$ cat config.mk
export PLATFORM = sky130hd
export DESIGN_NAME = tvs_status_readback
export DESIGN_NICKNAME = d
export VERILOG_FILES = /design/src/logic/tvs_pkg.sv /design/src/logic/tvs_status_readback.sv
export VERILOG_INCLUDE_DIRS = /design/src /design/src/logic
export SDC_FILE = /design/constraint.sdc
export NUM_CORES = 1
export LEC_CHECK = 0
export BUFFER_PORTS_ARGS = -buffer_cell sky130_fd_sc_hd__buf_2
export CORE_MARGIN = 2
export CORE_UTILIZATION = 40
export DETAILED_ROUTE_END_ITERATION = 8
export GPL_ROUTABILITY_DRIVEN = 0
export PLACE_DENSITY_LB_ADDON = 0.15
export SLEW_MARGIN = 20
export SYNTH_ARGS = -nofsm -noshare
export SYNTH_HDL_FRONTEND = slang
export SYNTH_SLANG_ARGS = --single-unit
$ cat constraint.sdc
create_clock -name core_clk -period 3.25 [get_ports core_clk]
set_input_delay 0.325 -clock core_clk [delete_from_list [all_inputs] [get_ports core_clk]]
set_output_delay 0.325 -clock core_clk [all_outputs]
set_load 0.02 [all_outputs]
$ cat src/logic/tvs_consts.svh
// Constants for the TV sound status readback block
`ifndef TVS_CONSTS_SVH
`define TVS_CONSTS_SVH

// ****************************************
// Subaddresses
// ****************************************
`define TVS_SA_DEV_STATUS   8'h00
`define TVS_SA_DA_STATUS    8'h01
`define TVS_SA_ERR_COUNT    8'h02
`define TVS_SA_ADD_LOW      8'h03
`define TVS_SA_ADD_HIGH     8'h04
`define TVS_SA_LEVEL_HIGH   8'h05
`define TVS_SA_LEVEL_LOW    8'h06
`define TVS_SA_INPUT_LEVEL  8'h07
`define TVS_SA_TEST_B       8'hFC
`define TVS_SA_TEST_A       8'hFD
`define TVS_SA_PART_ID      8'hFE
`define TVS_SA_FW_ID        8'hFF

// ****************************************
// Field positions and values
// ****************************************
`define TVS_DS_PORT_TWO     7
`define TVS_DS_PORT_ONE     6
`define TVS_DS_RESERVE      5
`define TVS_DS_AUTOMUTE     4
`define TVS_DS_SOUND_VALID  3
`define TVS_DS_FM_DUAL      2
`define TVS_DS_FM_STEREO    1
`define TVS_DS_SUPPLY_DIP   0
`define TVS_DA_CTRL_HI      7
`define TVS_DA_CTRL_LO      5
`define TVS_DA_FRAME_SYNC   3
`define TVS_DA_CFG_CHANGE   2
`define TVS_DA_STEREO       1
`define TVS_DA_DUAL_MONO    0
`define TVS_ADD_HIGH_MASK   8'hDF
`define TVS_INPUT_LVL_MASK  8'h9F
`define TVS_READ_NONE       8'hFF
`define TVS_SA_STEP         8'h01
`define TVS_BYTE_BITS       4'h8
`define TVS_BIT_ONE         4'h1
`define TVS_CNT_ZERO        4'h0

`endif

$ cat src/logic/tvs_pkg.sv
// Types for the TV sound status readback block
`default_nettype none
package tvs_pkg;

	typedef enum logic [8:0] {
		TVS_IDLE     = 9'h001,
		TVS_ADDR     = 9'h002,
		TVS_ADDR_ACK = 9'h004,
		TVS_SUB      = 9'h008,
		TVS_SUB_ACK  = 9'h010,
		TVS_WR       = 9'h020,
		TVS_WR_ACK   = 9'h040,
		TVS_TX       = 9'h080,
		TVS_TX_ACK   = 9'h100
	} tvs_state_t;

endpackage
`default_nettype wire

$ cat src/logic/tvs_status_readback.sv
// Status register bank read by a two-wire host in slave transmitter mode
//
// Function
// - Status bits 7 and 6 show live levels of port pins two and one.
// - Status bit 5 mirrors the reserve-sound control bit of digital status.
// - Status bit 4 is high while auto-mute plays the first carrier.
// - Status bit 3 is one when the digital transmission carries sound.
// - Status bit 2 flags FM dual; both id bits clear means FM mono.
// - Status bit 1 flags FM stereo on two-carrier FM systems.
// - Status bit 0 is a sticky flag set by a digital supply dip.
// - Write subaddress, repeated start, read; subaddress increments per byte.
// - Subaddress wraps 255 to 0; missing subaddresses read all ones.
// - Frame sync bit is one only with frame and 16-frame sync.
`timescale 1ns/10ps
`include "tvs_consts.svh"
`default_nettype none

module tvs_status_readback
	import tvs_pkg::*;
#(
	parameter logic [6:0] DEV_ADDR     = 7'h2B,
	parameter logic [7:0] TEST_B_VALUE = 8'h00,
	parameter logic [7:0] TEST_A_VALUE = 8'h00,
	parameter logic [7:0] PART_ID      = 8'h5A,
	parameter logic [7:0] FW_ID        = 8'hA5
) (
	input  wire logic       core_clk,
	input  wire logic       resetn,
	input  wire logic       scl_i,
	input  wire logic       sda_i,
	output var  logic       sda_o,
	output var  logic       sda_oe_n,
	input  wire logic       general_port_pin_one,
	input  wire logic       general_port_pin_two,
	input  wire logic       reserve_sound_control,
	input  wire logic [2:0] app_control_bits,
	input  wire logic       frame_sync_in,
	input  wire logic       sf16_sync_in,
	input  wire logic       config_change_flag,
	input  wire logic       digital_stereo_flag,
	input  wire logic       digital_dual_mono_flag,
	input  wire logic       automute_active,
	input  wire logic       digital_sound_valid,
	input  wire logic       fm_dual_detected,
	input  wire logic       fm_stereo_detected,
	input  wire logic       supply_dip_event,
	input  wire logic       supply_dip_clear,
	input  wire logic [7:0] digital_error_count,
	input  wire logic [7:0] additional_data_low,
	input  wire logic [7:0] additional_data_high,
	input  wire logic [7:0] level_readout_high,
	input  wire logic [7:0] level_readout_low,
	input  wire logic [7:0] input_level,
	output var  logic       supply_dip_flag,
	output var  logic       additional_data_read
);

	// PART_ID, FW_ID and DEV_ADDR defaults are arbitrary values

	// ****************************************
	// Pin synchronisers
	// ****************************************
	logic [2:0] scl_sync_r;
	logic [2:0] sda_sync_r;
	logic [1:0] port_one_sync_r;
	logic [1:0] port_two_sync_r;

	always_ff @(posedge core_clk) begin
		if (!resetn) begin
			scl_sync_r <= 3'h7;
			sda_sync_r <= 3'h7;
		end else begin
			scl_sync_r <= {scl_sync_r[1:0], scl_i};
			sda_sync_r <= {sda_sync_r[1:0], sda_i};
		end
	end

	always_ff @(posedge core_clk) begin
		if (!resetn) begin
			port_one_sync_r <= 2'h0;
			port_two_sync_r <= 2'h0;
		end else begin
			port_one_sync_r <= {port_one_sync_r[0], general_port_pin_one};
			port_two_sync_r <= {port_two_sync_r[0], general_port_pin_two};
		end
	end

	logic scl_rise;
	logic scl_fall;
	logic bus_start;
	logic bus_stop;
	logic sda_now;

	assign sda_now   = sda_sync_r[1];
	assign scl_rise  = scl_sync_r[1] & ~scl_sync_r[2];
	assign scl_fall  = ~scl_sync_r[1] & scl_sync_r[2];
	assign bus_start = scl_sync_r[1] & scl_sync_r[2] &
		~sda_sync_r[1] & sda_sync_r[2];
	assign bus_stop  = scl_sync_r[1] & scl_sync_r[2] &
		sda_sync_r[1] & ~sda_sync_r[2];

	// ****************************************
	// Supply dip flag
	// ****************************************
	always_ff @(posedge core_clk) begin
		if (!resetn) begin
			supply_dip_flag <= 1'b0;
		end else if (supply_dip_event) begin
			supply_dip_flag <= 1'b1;
		end else if (supply_dip_clear) begin
			supply_dip_flag <= 1'b0;
		end
	end

	// ****************************************
	// Status byte images
	// ****************************************
	logic [7:0] dev_status;
	logic [7:0] da_status;

	always_comb begin
		dev_status = 8'h00;
		dev_status[`TVS_DS_PORT_TWO]    = port_two_sync_r[1];
		dev_status[`TVS_DS_PORT_ONE]    = port_one_sync_r[1];
		dev_status[`TVS_DS_RESERVE]     = reserve_sound_control;
		dev_status[`TVS_DS_AUTOMUTE]    = automute_active;
		dev_status[`TVS_DS_SOUND_VALID] = digital_sound_valid;
		dev_status[`TVS_DS_FM_DUAL]     = fm_dual_detected;
		dev_status[`TVS_DS_FM_STEREO]   = fm_stereo_detected;
		dev_status[`TVS_DS_SUPPLY_DIP]  = supply_dip_flag;
	end

	always_comb begin
		da_status = 8'h00;
		da_status[`TVS_DA_CTRL_HI] = reserve_sound_control;
		da_status[`TVS_DA_CTRL_HI-1:`TVS_DA_CTRL_LO-1] = app_control_bits;
		da_status[`TVS_DA_FRAME_SYNC] = frame_sync_in & sf16_sync_in;
		da_status[`TVS_DA_CFG_CHANGE] = config_change_flag;
		da_status[`TVS_DA_STEREO]     = digital_stereo_flag;
		da_status[`TVS_DA_DUAL_MONO]  = digital_dual_mono_flag;
	end

	// ****************************************
	// Read multiplexer
	// ****************************************
	tvs_state_t state_r;
	logic [7:0] subaddr_r;
	logic [7:0] rd_addr;
	logic [7:0] rd_byte;

	// Next byte of an auto-increment run comes from the following location
	assign rd_addr = (state_r == TVS_TX_ACK) ?
		8'(subaddr_r + `TVS_SA_STEP) : subaddr_r;

	always_comb begin
		case (rd_addr)
			`TVS_SA_DEV_STATUS:  rd_byte = dev_status;
			`TVS_SA_DA_STATUS:   rd_byte = da_status;
			`TVS_SA_ERR_COUNT:   rd_byte = digital_error_count;
			`TVS_SA_ADD_LOW:     rd_byte = additional_data_low;
			`TVS_SA_ADD_HIGH:
				rd_byte = additional_data_high & `TVS_ADD_HIGH_MASK;
			`TVS_SA_LEVEL_HIGH:  rd_byte = level_readout_high;
			`TVS_SA_LEVEL_LOW:   rd_byte = level_readout_low;
			`TVS_SA_INPUT_LEVEL:
				rd_byte = input_level & `TVS_INPUT_LVL_MASK;
			`TVS_SA_TEST_B:      rd_byte = TEST_B_VALUE;
			`TVS_SA_TEST_A:      rd_byte = TEST_A_VALUE;
			`TVS_SA_PART_ID:     rd_byte = PART_ID;
			`TVS_SA_FW_ID:       rd_byte = FW_ID;
			default:             rd_byte = `TVS_READ_NONE;
		endcase
	end

	// ****************************************
	// Bus protocol engine
	// ****************************************
	logic [3:0] bit_cnt_r;
	logic [7:0] rx_shift_r;
	logic [7:0] tx_shift_r;
	logic       read_dir_r;
	logic       host_nack_r;
	logic       load_byte;

	assign load_byte = scl_fall & (
		((state_r == TVS_ADDR_ACK) & read_dir_r) |
		((state_r == TVS_TX_ACK) & ~host_nack_r));

	always_ff @(posedge core_clk) begin
		if (!resetn) begin
			state_r <= TVS_IDLE;
		end else if (bus_stop) begin
			state_r <= TVS_IDLE;
		end else if (bus_start) begin
			state_r <= TVS_ADDR;
		end else if (scl_fall) begin
			case (state_r)
				TVS_ADDR: begin
					if (bit_cnt_r == `TVS_BYTE_BITS) begin
						if (rx_shift_r[7:1] == DEV_ADDR) begin
							state_r <= TVS_ADDR_ACK;
						end else begin
							state_r <= TVS_IDLE;
						end
					end
				end
				TVS_ADDR_ACK: state_r <= read_dir_r ? TVS_TX : TVS_SUB;
				TVS_SUB: begin
					if (bit_cnt_r == `TVS_BYTE_BITS) begin
						state_r <= TVS_SUB_ACK;
					end
				end
				TVS_SUB_ACK: state_r <= TVS_WR;
				TVS_WR: begin
					if (bit_cnt_r == `TVS_BYTE_BITS) begin
						state_r <= TVS_WR_ACK;
					end
				end
				TVS_WR_ACK: state_r <= TVS_WR;
				TVS_TX: begin
					if (bit_cnt_r == `TVS_BYTE_BITS) begin
						state_r <= TVS_TX_ACK;
					end
				end
				TVS_TX_ACK: begin
					state_r <= host_nack_r ? TVS_IDLE : TVS_TX;
				end
				default: state_r <= TVS_IDLE;
			endcase
		end
	end

	// Bit counter and receive shifter
	always_ff @(posedge core_clk) begin
		if (!resetn) begin
			bit_cnt_r  <= `TVS_CNT_ZERO;
			rx_shift_r <= 8'h00;
		end else if (bus_start) begin
			bit_cnt_r <= `TVS_CNT_ZERO;
		end else if (load_byte) begin
			bit_cnt_r <= `TVS_BIT_ONE;
		end else if (scl_fall & ((state_r == TVS_ADDR_ACK) |
			(state_r == TVS_SUB_ACK) | (state_r == TVS_WR_ACK))) begin
			bit_cnt_r <= `TVS_CNT_ZERO;
		end else if (scl_fall & (state_r == TVS_TX) &
			(bit_cnt_r != `TVS_BYTE_BITS)) begin
			bit_cnt_r <= 4'(bit_cnt_r + `TVS_BIT_ONE);
		end else if (scl_rise & ((state_r == TVS_ADDR) |
			(state_r == TVS_SUB) | (state_r == TVS_WR))) begin
			rx_shift_r <= {rx_shift_r[6:0], sda_now};
			bit_cnt_r  <= 4'(bit_cnt_r + `TVS_BIT_ONE);
		end
	end

	// Direction bit and host acknowledge
	always_ff @(posedge core_clk) begin
		if (!resetn) begin
			read_dir_r  <= 1'b0;
			host_nack_r <= 1'b1;
		end else begin
			if (scl_fall & (state_r == TVS_ADDR) &
				(bit_cnt_r == `TVS_BYTE_BITS)) begin
				read_dir_r <= rx_shift_r[0];
			end
			if (scl_rise & (state_r == TVS_TX_ACK)) begin
				host_nack_r <= sda_now;
			end
		end
	end

	// Subaddress pointer, written by the subaddress byte and stepped on each further read byte
	always_ff @(posedge core_clk) begin
		if (!resetn) begin
			subaddr_r <= 8'h00;
		end else if (scl_fall & (state_r == TVS_SUB) &
			(bit_cnt_r == `TVS_BYTE_BITS)) begin
			subaddr_r <= rx_shift_r;
		end else if (load_byte & (state_r == TVS_TX_ACK)) begin
			subaddr_r <= rd_addr;
		end
	end

	// Transmit shifter, loaded with bits 6 to 0 in one cycle; bit 7 goes to the pin drive
	always_ff @(posedge core_clk) begin
		if (!resetn) begin
			tx_shift_r <= 8'hFF;
		end else if (load_byte) begin
			tx_shift_r <= {rd_byte[6:0], 1'b1};
		end else if (scl_fall & (state_r == TVS_TX)) begin
			tx_shift_r <= {tx_shift_r[6:0], 1'b1};
		end
	end

	// ****************************************
	// Data pin drive
	// ****************************************
	always_ff @(posedge core_clk) begin
		if (!resetn) begin
			sda_o    <= 1'b0;
			sda_oe_n <= 1'b1;
		end else if (bus_start | bus_stop) begin
			sda_oe_n <= 1'b1;
		end else if (load_byte) begin
			sda_oe_n <= rd_byte[7];
		end else if (scl_fall) begin
			case (state_r)
				TVS_ADDR: sda_oe_n <= ~((bit_cnt_r == `TVS_BYTE_BITS) &
					(rx_shift_r[7:1] == DEV_ADDR));
				TVS_SUB:  sda_oe_n <= (bit_cnt_r != `TVS_BYTE_BITS);
				TVS_WR:   sda_oe_n <= (bit_cnt_r != `TVS_BYTE_BITS);
				TVS_TX:   sda_oe_n <= (bit_cnt_r == `TVS_BYTE_BITS) |
					tx_shift_r[7];
				default:  sda_oe_n <= 1'b1;
			endcase
		end
	end

	// ****************************************
	// Read side effects
	// ****************************************
	always_ff @(posedge core_clk) begin
		if (!resetn) begin
			additional_data_read <= 1'b0;
		end else begin
			additional_data_read <= load_byte &
				(rd_addr == `TVS_SA_ADD_HIGH);
		end
	end

endmodule
`default_nettype wire

* Yosys cells after proc, flatten, opt, wreduce, memory -nomap -nowiden
Index checks and enable logic that the tools add are counted.
** Storage, ports and cells
- Bits in registers :: 51
- Bits of input ports :: 69
- Output and inout port bits :: 4
** Cells by class
- Add/sub/neg operators :: 2
- Equal/unequal tests :: 30
- Mux-type cells :: 25
- Bitwise operators :: 41
- Reduce and logical (&&, ||, !) cells :: 19
** Operators with widths (count)
- case mux 8 bit (11 select lines) :: 1
- case mux 9 bit (7 select lines) :: 1
- 2-to-1 mux 8 bit :: 7
- 2-to-1 mux 9 bit :: 4
- == test 8 x 3 -> 1 bit, second input constant :: 4
- == test 8 bit, second input constant :: 4
- bitwise AND 1 bit :: 23
- == test 8 x 2 -> 1 bit, second input constant :: 2
- AND reduction 5 bit :: 3
- nonzero test 2 bit :: 6
- OR reduction 2 bit :: 6
- inverter 1 bit :: 11
- == test 9 x 2 -> 1 bit, second input constant :: 1
- == test 9 x 3 -> 1 bit, second input constant :: 1
- == test 9 x 4 -> 1 bit, second input constant :: 1
- == test 9 x 5 -> 1 bit, second input constant :: 1
- == test 9 x 6 -> 1 bit, second input constant :: 1
- == test 9 x 7 -> 1 bit, second input constant :: 1
- == test 9 x 8 -> 1 bit, second input constant :: 1
- == test 9 bit, second input constant :: 1
- inequality test 3 x 2 -> 1 bit, second input constant :: 3
- adder 8 x 1 -> 8 bit, second input constant :: 1
- == test 8 x 1 -> 1 bit, second input constant :: 1
- zero test 8 bit :: 1
- other kinds (16) :: 31

* Longest topological paths before layout
Gate-level depths: netlist (run 1).
- Word-level depth :: 8
- Depth in mapped cells :: 10
- Mapped depth without buffers :: 9

* Worst setup path before layout (run 1)
Ideal clock, no wire load.
- Path kind :: reg-to-reg
- Start :: reg state_r[1]
- End :: reg tx_shift_r[5]
- Arrival :: 2.539 ns
- Required time :: 3.115 ns
- Path slack :: 0.575 ns
- Stages on the path, launching flop included :: 10
- Buffers on the path :: 2
- Clock period less this slack :: 2.675 ns
- Path through :: dfxtp_1 -> buf_6 -> or4_4 -> buf_6 -> a2111oi_4 -> nand2_1 -> or4b_1 -> o22a_1 -> a221oi_1 -> o211ai_1
** Between the ends
- Longest elaborated chain between the ends :: 6
** Ends and longest elaborated chain
- start: declaration :: line tvs_status_readback.sv:146 : tvs_state_t state_r;
- start signal: assignment :: line tvs_status_readback.sv:207 : TVS_ADDR_ACK: state_r <= read_dir_r ? TVS_TX : TVS_SUB;
- start signal: assignment :: line tvs_status_readback.sv:226 : state_r <= host_nack_r ? TVS_IDLE : TVS_TX;
- == test 9 bit :: line tvs_status_readback.sv:152, tvs_status_readback.sv:187
- 2-to-1 mux 8 bit :: line tvs_status_readback.sv:152 : assign rd_addr = (state_r == TVS_TX_ACK) ?
- == test 8 bit :: line tvs_status_readback.sv:156 : case (rd_addr)
- OR reduction 2 bit (no source line)
- case mux 8 bit (11 select lines) :: line tvs_status_readback.sv:156
- 2-to-1 mux 8 bit :: line tvs_status_readback.sv:287 : end else if (load_byte) begin
- end signal: assignment :: line tvs_status_readback.sv:288 : tx_shift_r <= {rd_byte[6:0], 1'b1};
- end signal: assignment :: line tvs_status_readback.sv:290 : tx_shift_r <= {tx_shift_r[6:0], 1'b1};
- end: declaration :: line tvs_status_readback.sv:180 : logic [7:0] tx_shift_r;
Several ways; a longest one is shown, not always the timed one.
A chain may end at the register's enable or synchronous reset.

* Worst setup path after layout (run 1)
- Start :: reg state_r[4]
- End :: reg tx_shift_r[2]
Same word-level chain as after synthesis.

==> results.tsv, run 1 <==
stage	metric	value	unit
synthesis	ys_warn_count	0	
global_route	track_usage	0.2047	
floorplan	die_x	97.30	µm
run	maxCapViolations	0	
clocking	htreeDepth	2	
layout	stdcell_area	4060	µm²
routing	routedWlPerCell	16.59	µm
global_route	grt_max_degree	25	
synthesis	synth_enable_flop_cells	0	
floorplan	rows	34	
setup_path	worstPathMaxFanout	12	
routing	route.detailed.drc	0	
synthesis	syn_nets	503	
layout	layout.nets	566	
sta	max_slew_margin	0.3490	
floorplan	io_pins	73	
place	dpl.hpwl	7604	µm
layout	nFillCells	864	
setup_path	cp.arrival	3.07	ns
setup_path	critical_path_required	3.45	ns
clocking	cts_buffers	5	
routing	vias_per_cell	5.892	
clocking	postCtsHoldBufs	0	
setup_path	path_cells	or4_4 > or4_1 > o21ai_1 > or4b_1 > o22a_1 > a221oi_1 > o21ai_1	
sta	max_freq	347.8	MHz
setup_path	worst_path_most_repeated_cell	o21ai_1	
floorplan	die_y	97.30	µm
clocking	clock_latency	0.30	ns
sta	fin_ws	0.3748	ns
synthesis	ys_seq_area_frac	0.2932	
synthesis	netlist_instances	431	
power_and_ir_drop	p_per_area	292.4	nW/µm²
synthesis	synth_common_cells	nor2_1, dfxtp_1, nand2_1, clkbuf_1, mux2i_1	
synthesis	ys.flop_type	dfxtp_1	
clocking	root_buffer	clkbuf_8	
power_and_ir_drop	p_leak	0.001571	µW
synthesis	synth_most_common_cell	nor2_1	
synthesis	syn_area_per_cell	8.079	µm²
sta	setup_tns	0	ns
routing	ant_nets	0	
global_route	antenna_found_initial	0	
place	place_area	3948	µm²
sta	slew_viol_final	0	
floorplan	initial_core_util	0.4052	
sta	setup_violations	0	
setup_path	slowest_delay	0.62	ns
clocking	post_cts_buffers	0	
routing	drt-total-wl	10010	µm
clocking	numClockSinks	51	
synthesis	synth_top_area_share	0.2932	
setup_path	end_kind	flop	
setup_path	critical_path_class	reg2reg	
synthesis	synth_top_area_cell	dfxtp_1	
run_status	status	complete, no violations	
power_and_ir_drop	ir_drop	164.9	µV
global_route	grt_pass1_vias	3263	
place	dpl_worst_slack	0.4055	ns
synthesis	synth_area	3482	µm²
layout	layout-drive-gt1-share	0.2162	
clocking	clockBufferDepth	2	
routing	firstDrtPassIters	4	
sta	period_needed	2.875	ns
routing	drt_iter0_drc	208	
worst_hold_path	hold_class	in2reg	
sta	rsz0062_at_grt	no	
setup_path	critPathLaunchType	flop	
synthesis	ys_async_sr_fraction	0	
global_route	gr-total-overflow	0	
clocking	post_cts_resized	0	
layout	area_growth	16.60	%
clocking	cts_tree	built	
clocking	clkTransAtPathRegs	0.09	ns
routing	num_vias	3553	
sta	skew	0.003818	ns
sta	hold_viol	0	
synthesis	synth.area.top_cells	dfxtp_1, nor2_1, mux2i_1	
layout	multi_input_area	2293	µm²
sta	min_period_over_period	0.8847	
layout	antenna_cells	0	
global_route	grt_pass1_wl	16150	µm
sta	tightest_slew	0.9764	ns
layout	seqCellArea	1021	µm²
synthesis	synth_cell_types	77	
synthesis	synth_seq_cells	51	
floorplan	core_region_area	8593	µm²
floorplan	dieArea	9467	µm²
place	io_buffers	68	
setup_path	cp_slowest_cell	or4_4	
## metal layers
layer | wire length, µm | vias to the layer above | global-route usage | share of wire
li1 | - | 1754 | - | -
met1 | 4680 | 1641 | 0.2793 | 0.47
met2 | 4390 | 134 | 0.3253 | 0.44
met3 | 666 | 24 | 0.03741 | 0.067
met4 | 267 | 0 | 0.07265 | 0.027
met5 | 0 | - | 0 | 0
## worst paths after layout
path / from / endpoint / slack [ns] / depth (start not counted)
max: state_r[4] / tx_shift_r[2] / 0.37 / 7
min: scl_i / scl_sync_r[0] / 0.19 / 2
max reg2reg: state_r[4] / tx_shift_r[2] / 0.37 / 7
min reg2reg: scl_sync_r[0] / scl_sync_r[1] / 0.41 / 1
## critical path: cells and delay by family, from the launching register on
family             cells  cell delay (ns)
and+or+nand+nor        3             1.63
AOI/OAI and AO/OA      4             0.76
DFF                    1             0.38
## cell type report
type | instances | share of cell area
Multi-Input combinational cell | 341 | 0.5649
Sequential cell | 51 | 0.2515
Timing Repair Buffer | 83 | 0.1116
Tap cell | 108 | 0.03328
Clock buffer | 5 | 0.01695
Inverter | 12 | 0.01109
Clock inverter | 3 | 0.01079
## kinds of logic after synthesis
logic type	after synthesis	share of synthesized area
AND/OR/NAND/NOR	181	0.2832
XOR/XNOR	16	0.04024
other	1	0.001077
flip-flops	51	0.2932
multiplexers	23	0.06719
AO/OA/AOI/OAI	117	0.2562
buffers and inverters	39	0.04815
adder cells (fa/ha/maj)	3	0.01078
## through the flow
stage	instances	total power, µW	util	hold WS (ns)
2_1_floorplan	431	703.8	-	0.3863
3_3_place_gp	595	756.2	0.4594	0.3912
4_1_cts	603	1201	0.4725	0.1870
6_report	603	1187	0.4725	0.1933
5_1_grt	603	1236	0.4725	0.2001
3_5_place_dp	595	757.4	0.4594	0.3951
## power by group
part | leakage (µW) | internal (µW) | switching [µW]
clock | 0.0000581 | 229 | 214
combinational | 0.00110 | 51.9 | 54.8
sequential | 0.000414 | 632 | 5.50
## registers in the layout, indices dropped and copies added (netlist names)
register              cells
state_r                   9
rx_shift_r                8
subaddr_r                 8
tx_shift_r                7
bit_cnt_r                 4
scl_sync_r                3
sda_sync_r                3
port_one_sync_r           2
port_two_sync_r           2
additional_data_read      1
host_nack_r               1
read_dir_r                1
sda_oe_n                  1
supply_dip_flag           1
## layout by cell type (no fill, tap or decap), drive strengths merged, types with 6 or more instances in the layout
cell	netlist	routed
a22oi	18	18
mux2i	20	20
inv	12	12
a221oi	9	9
nor2	55	55
nand2b	12	12
nor4	9	9
a31oi	9	9
dfxtp	51	51
a211oi	6	6
buf	7	83
and2	8	8
a21oi	17	17
xnor2	11	11
nand2	37	37
nand3	10	10
o21ai	9	9
(Power assumes the default switching activity.)
==> run 2, diff against run 1 <==
Settings changed: CORE_MARGIN 2 to default.
==> run 2 against run 1 <==
Net effect: die area shrank 4.1%; sequential cell count is the same; clock skew grew 0.0017 ns; largest cell class unchanged; sequential power is essentially flat; cell count shrank 0.17%; combinational power is essentially flat; critical path type unchanged; register-to-register slack is essentially flat; sequential share of layout area grew 0.078 points; worst setup slack lost 0.015 ns.
==> results.tsv, run 2 (synthesis results as in run 1) <==
stage	metric	value	unit
clocking	clockBufferDepth	2	
routing	drt_iter0_drc	198	
routing	num_vias	3517	
sta	min_period_over_period	0.8892	
clocking	post_cts_resized	0	
power_and_ir_drop	p_per_area	273.9	nW/µm²
global_route	grt_pass1_vias	3065	
setup_path	critical_path_class	reg2reg	
setup_path	r2r-start	state_r[4]	
power_and_ir_drop	p_comb_frac	0.096	
power_and_ir_drop	internal-power	834.5	µW
layout	layout.nets	568	
setup_path	critPathLaunchType	flop	
layout	top_regs	state_r (9), rx_shift_r (8), subaddr_r (8)	
setup_path	cp.arrival	3.07	ns
routing	vias_per_cell	5.842	
power_and_ir_drop	seq_power_share	0.575	
setup_path	slowest_delay	0.62	ns
routing	firstDrtPassIters	5	
clocking	postCtsHoldBufs	0	
routing	drt-total-wl	9757	µm
layout	area_growth	16.24	%
setup_path	reg2reg_to	tx_shift_r[5]	
sta	setup_tns	0	ns
power_and_ir_drop	ir_drop	138.3	µV
clocking	post_cts_buffers	0	
layout	largest_reg_flops	9	
place	io_buffers	68	
global_route	antenna_found_initial	0	
sta	hold_viol	0	
power_and_ir_drop	p_leak	0.001562	µW
global_route	grt_max_degree	25	
place	dpl.hpwl	7552	µm
setup_path	critical_path_required	3.43	ns
setup_path	path_cells	or4_4 > or4_1 > o21ai_1 > or4b_1 > o22a_1 > a221oi_1 > o211ai_1	
layout	layout-drive-gt1-share	0.2193	
setup_path	regToRegSetupSlack	0.36	ns
clocking	htreeDepth	2	
global_route	grt_pass1_wl	15110	µm
sta	max_slew_margin	0.3536	
sta	setup_violations	0	
routing	routedWlPerCell	16.21	µm
sta	rsz0062_at_grt	no	
setup_path	cp_top_family	simple AND/OR/NAND/NOR gates	
place	dpl_worst_slack	0.3856	ns
worst_hold_path	hold_class	in2reg	
run	maxCapViolations	0	
setup_path	worstPathMaxFanout	12	
layout	top_register	state_r	
layout	final_common_cell	buf_2	
layout	antenna_cells	0	
routing	route.detailed.drc	0	
sta	period_needed	2.890	ns
floorplan	core_region_area	8341	µm²
clocking	numClockSinks	51	
power_and_ir_drop	switchingPower	274.1	µW
floorplan	die_x	95.30	µm
sta	fin_ws	0.3601	ns
sta	skew	0.005568	ns
sta	tightest_slew	0.9696	ns
clocking	clkTransAtPathRegs	0.09	ns
floorplan	dieArea	9082	µm²
floorplan	die_y	95.30	µm
worst_hold_path	hp-start	sda_i	
layout	final_cell_mix	buf_2, nor2_1, dfxtp_1	
clocking	clock_latency	0.31	ns
sta	slew_viol_final	0	
power_and_ir_drop	switching_share	0.2473	
clocking	cts_tree	built	
worst_hold_path	holdPathEnd	sda_sync_r[0]	
clocking	root_buffer	clkbuf_8	
setup_path	crit_buf_inv	0	
routing	ant_nets	0	
clocking	cts_buffers	5	
layout	layoutNonFillerInstCount	602	
setup_path	cp_slowest_cell	or4_4	
setup_path	end_kind	flop	
power_and_ir_drop	pwr-share-clk	0.329	
layout	nFillCells	838	
place	dp.cells	594	
sta	max_freq	346.0	MHz
global_route	track_usage	0.2144	
floorplan	rows	33	
worst_hold_path	holdPathStages	2	
run_status	status	complete, no violations	
global_route	gr-total-overflow	0	
setup_path	rr_worst_depth	7	
floorplan	io_pins	73	
floorplan	initial_core_util	0.4175	
run 2: worst max path at each step:
stage,start,end,slack [ns],cells after the start
after floorplan,state_r[1],tx_shift_r[5],0.58,9
after global placement,state_r[4],tx_shift_r[5],0.44,7
after detailed placement,state_r[4],tx_shift_r[5],0.39,7
after CTS,state_r[4],tx_shift_r[5],0.37,7
after global routing,state_r[4],tx_shift_r[5],0.20,7
final,state_r[4],tx_shift_r[5],0.36,7
run 2: cell type report:
cell class,count,area (µm²),share of cell area
repair buffers,85,467.9,0.1156
well taps,105,131.4,0.03246
flip-flops and latches,51,1021,0.2522
clock inverters,3,20.02,0.004946
multi-input cells,341,2293,0.5666
clock buffers,5,68.82,0.01700
inverters,12,45.04,0.01113
run 2: power groups by stage:
stage                     combinational (µW)  sequential [µW]  clock, µW
after floorplan                         52.9              651          0
after global placement                   105              652          0
after detailed placement                 106              652          0
after CTS                                107              637        381
after global routing                     118              638        400
final                                    106              637        365
run 2: stage by stage:
| step | cell area (µm²) | utilization | total power [µW] | hold WS, ns |
|---|---|---|---|---|
| detailed placement | 3959 | 0.4746 | 758.2 | 0.3931 |
| global route | 4048 | 0.4853 | 1156 | 0.1897 |
| global placement | 3959 | 0.4746 | 756.7 | 0.3915 |
| floorplan | 3482 | - | 703.8 | 0.3863 |
| CTS | 4048 | 0.4853 | 1126 | 0.1833 |
| finish | 4048 | 0.4853 | 1109 | 0.1904 |
run 2: metal layers:
metal,share of wire,track usage
met1,0.47,0.2945
met2,0.44,0.3411
met3,0.061,0.02711
met4,0.021,0.07955
met5,0,0
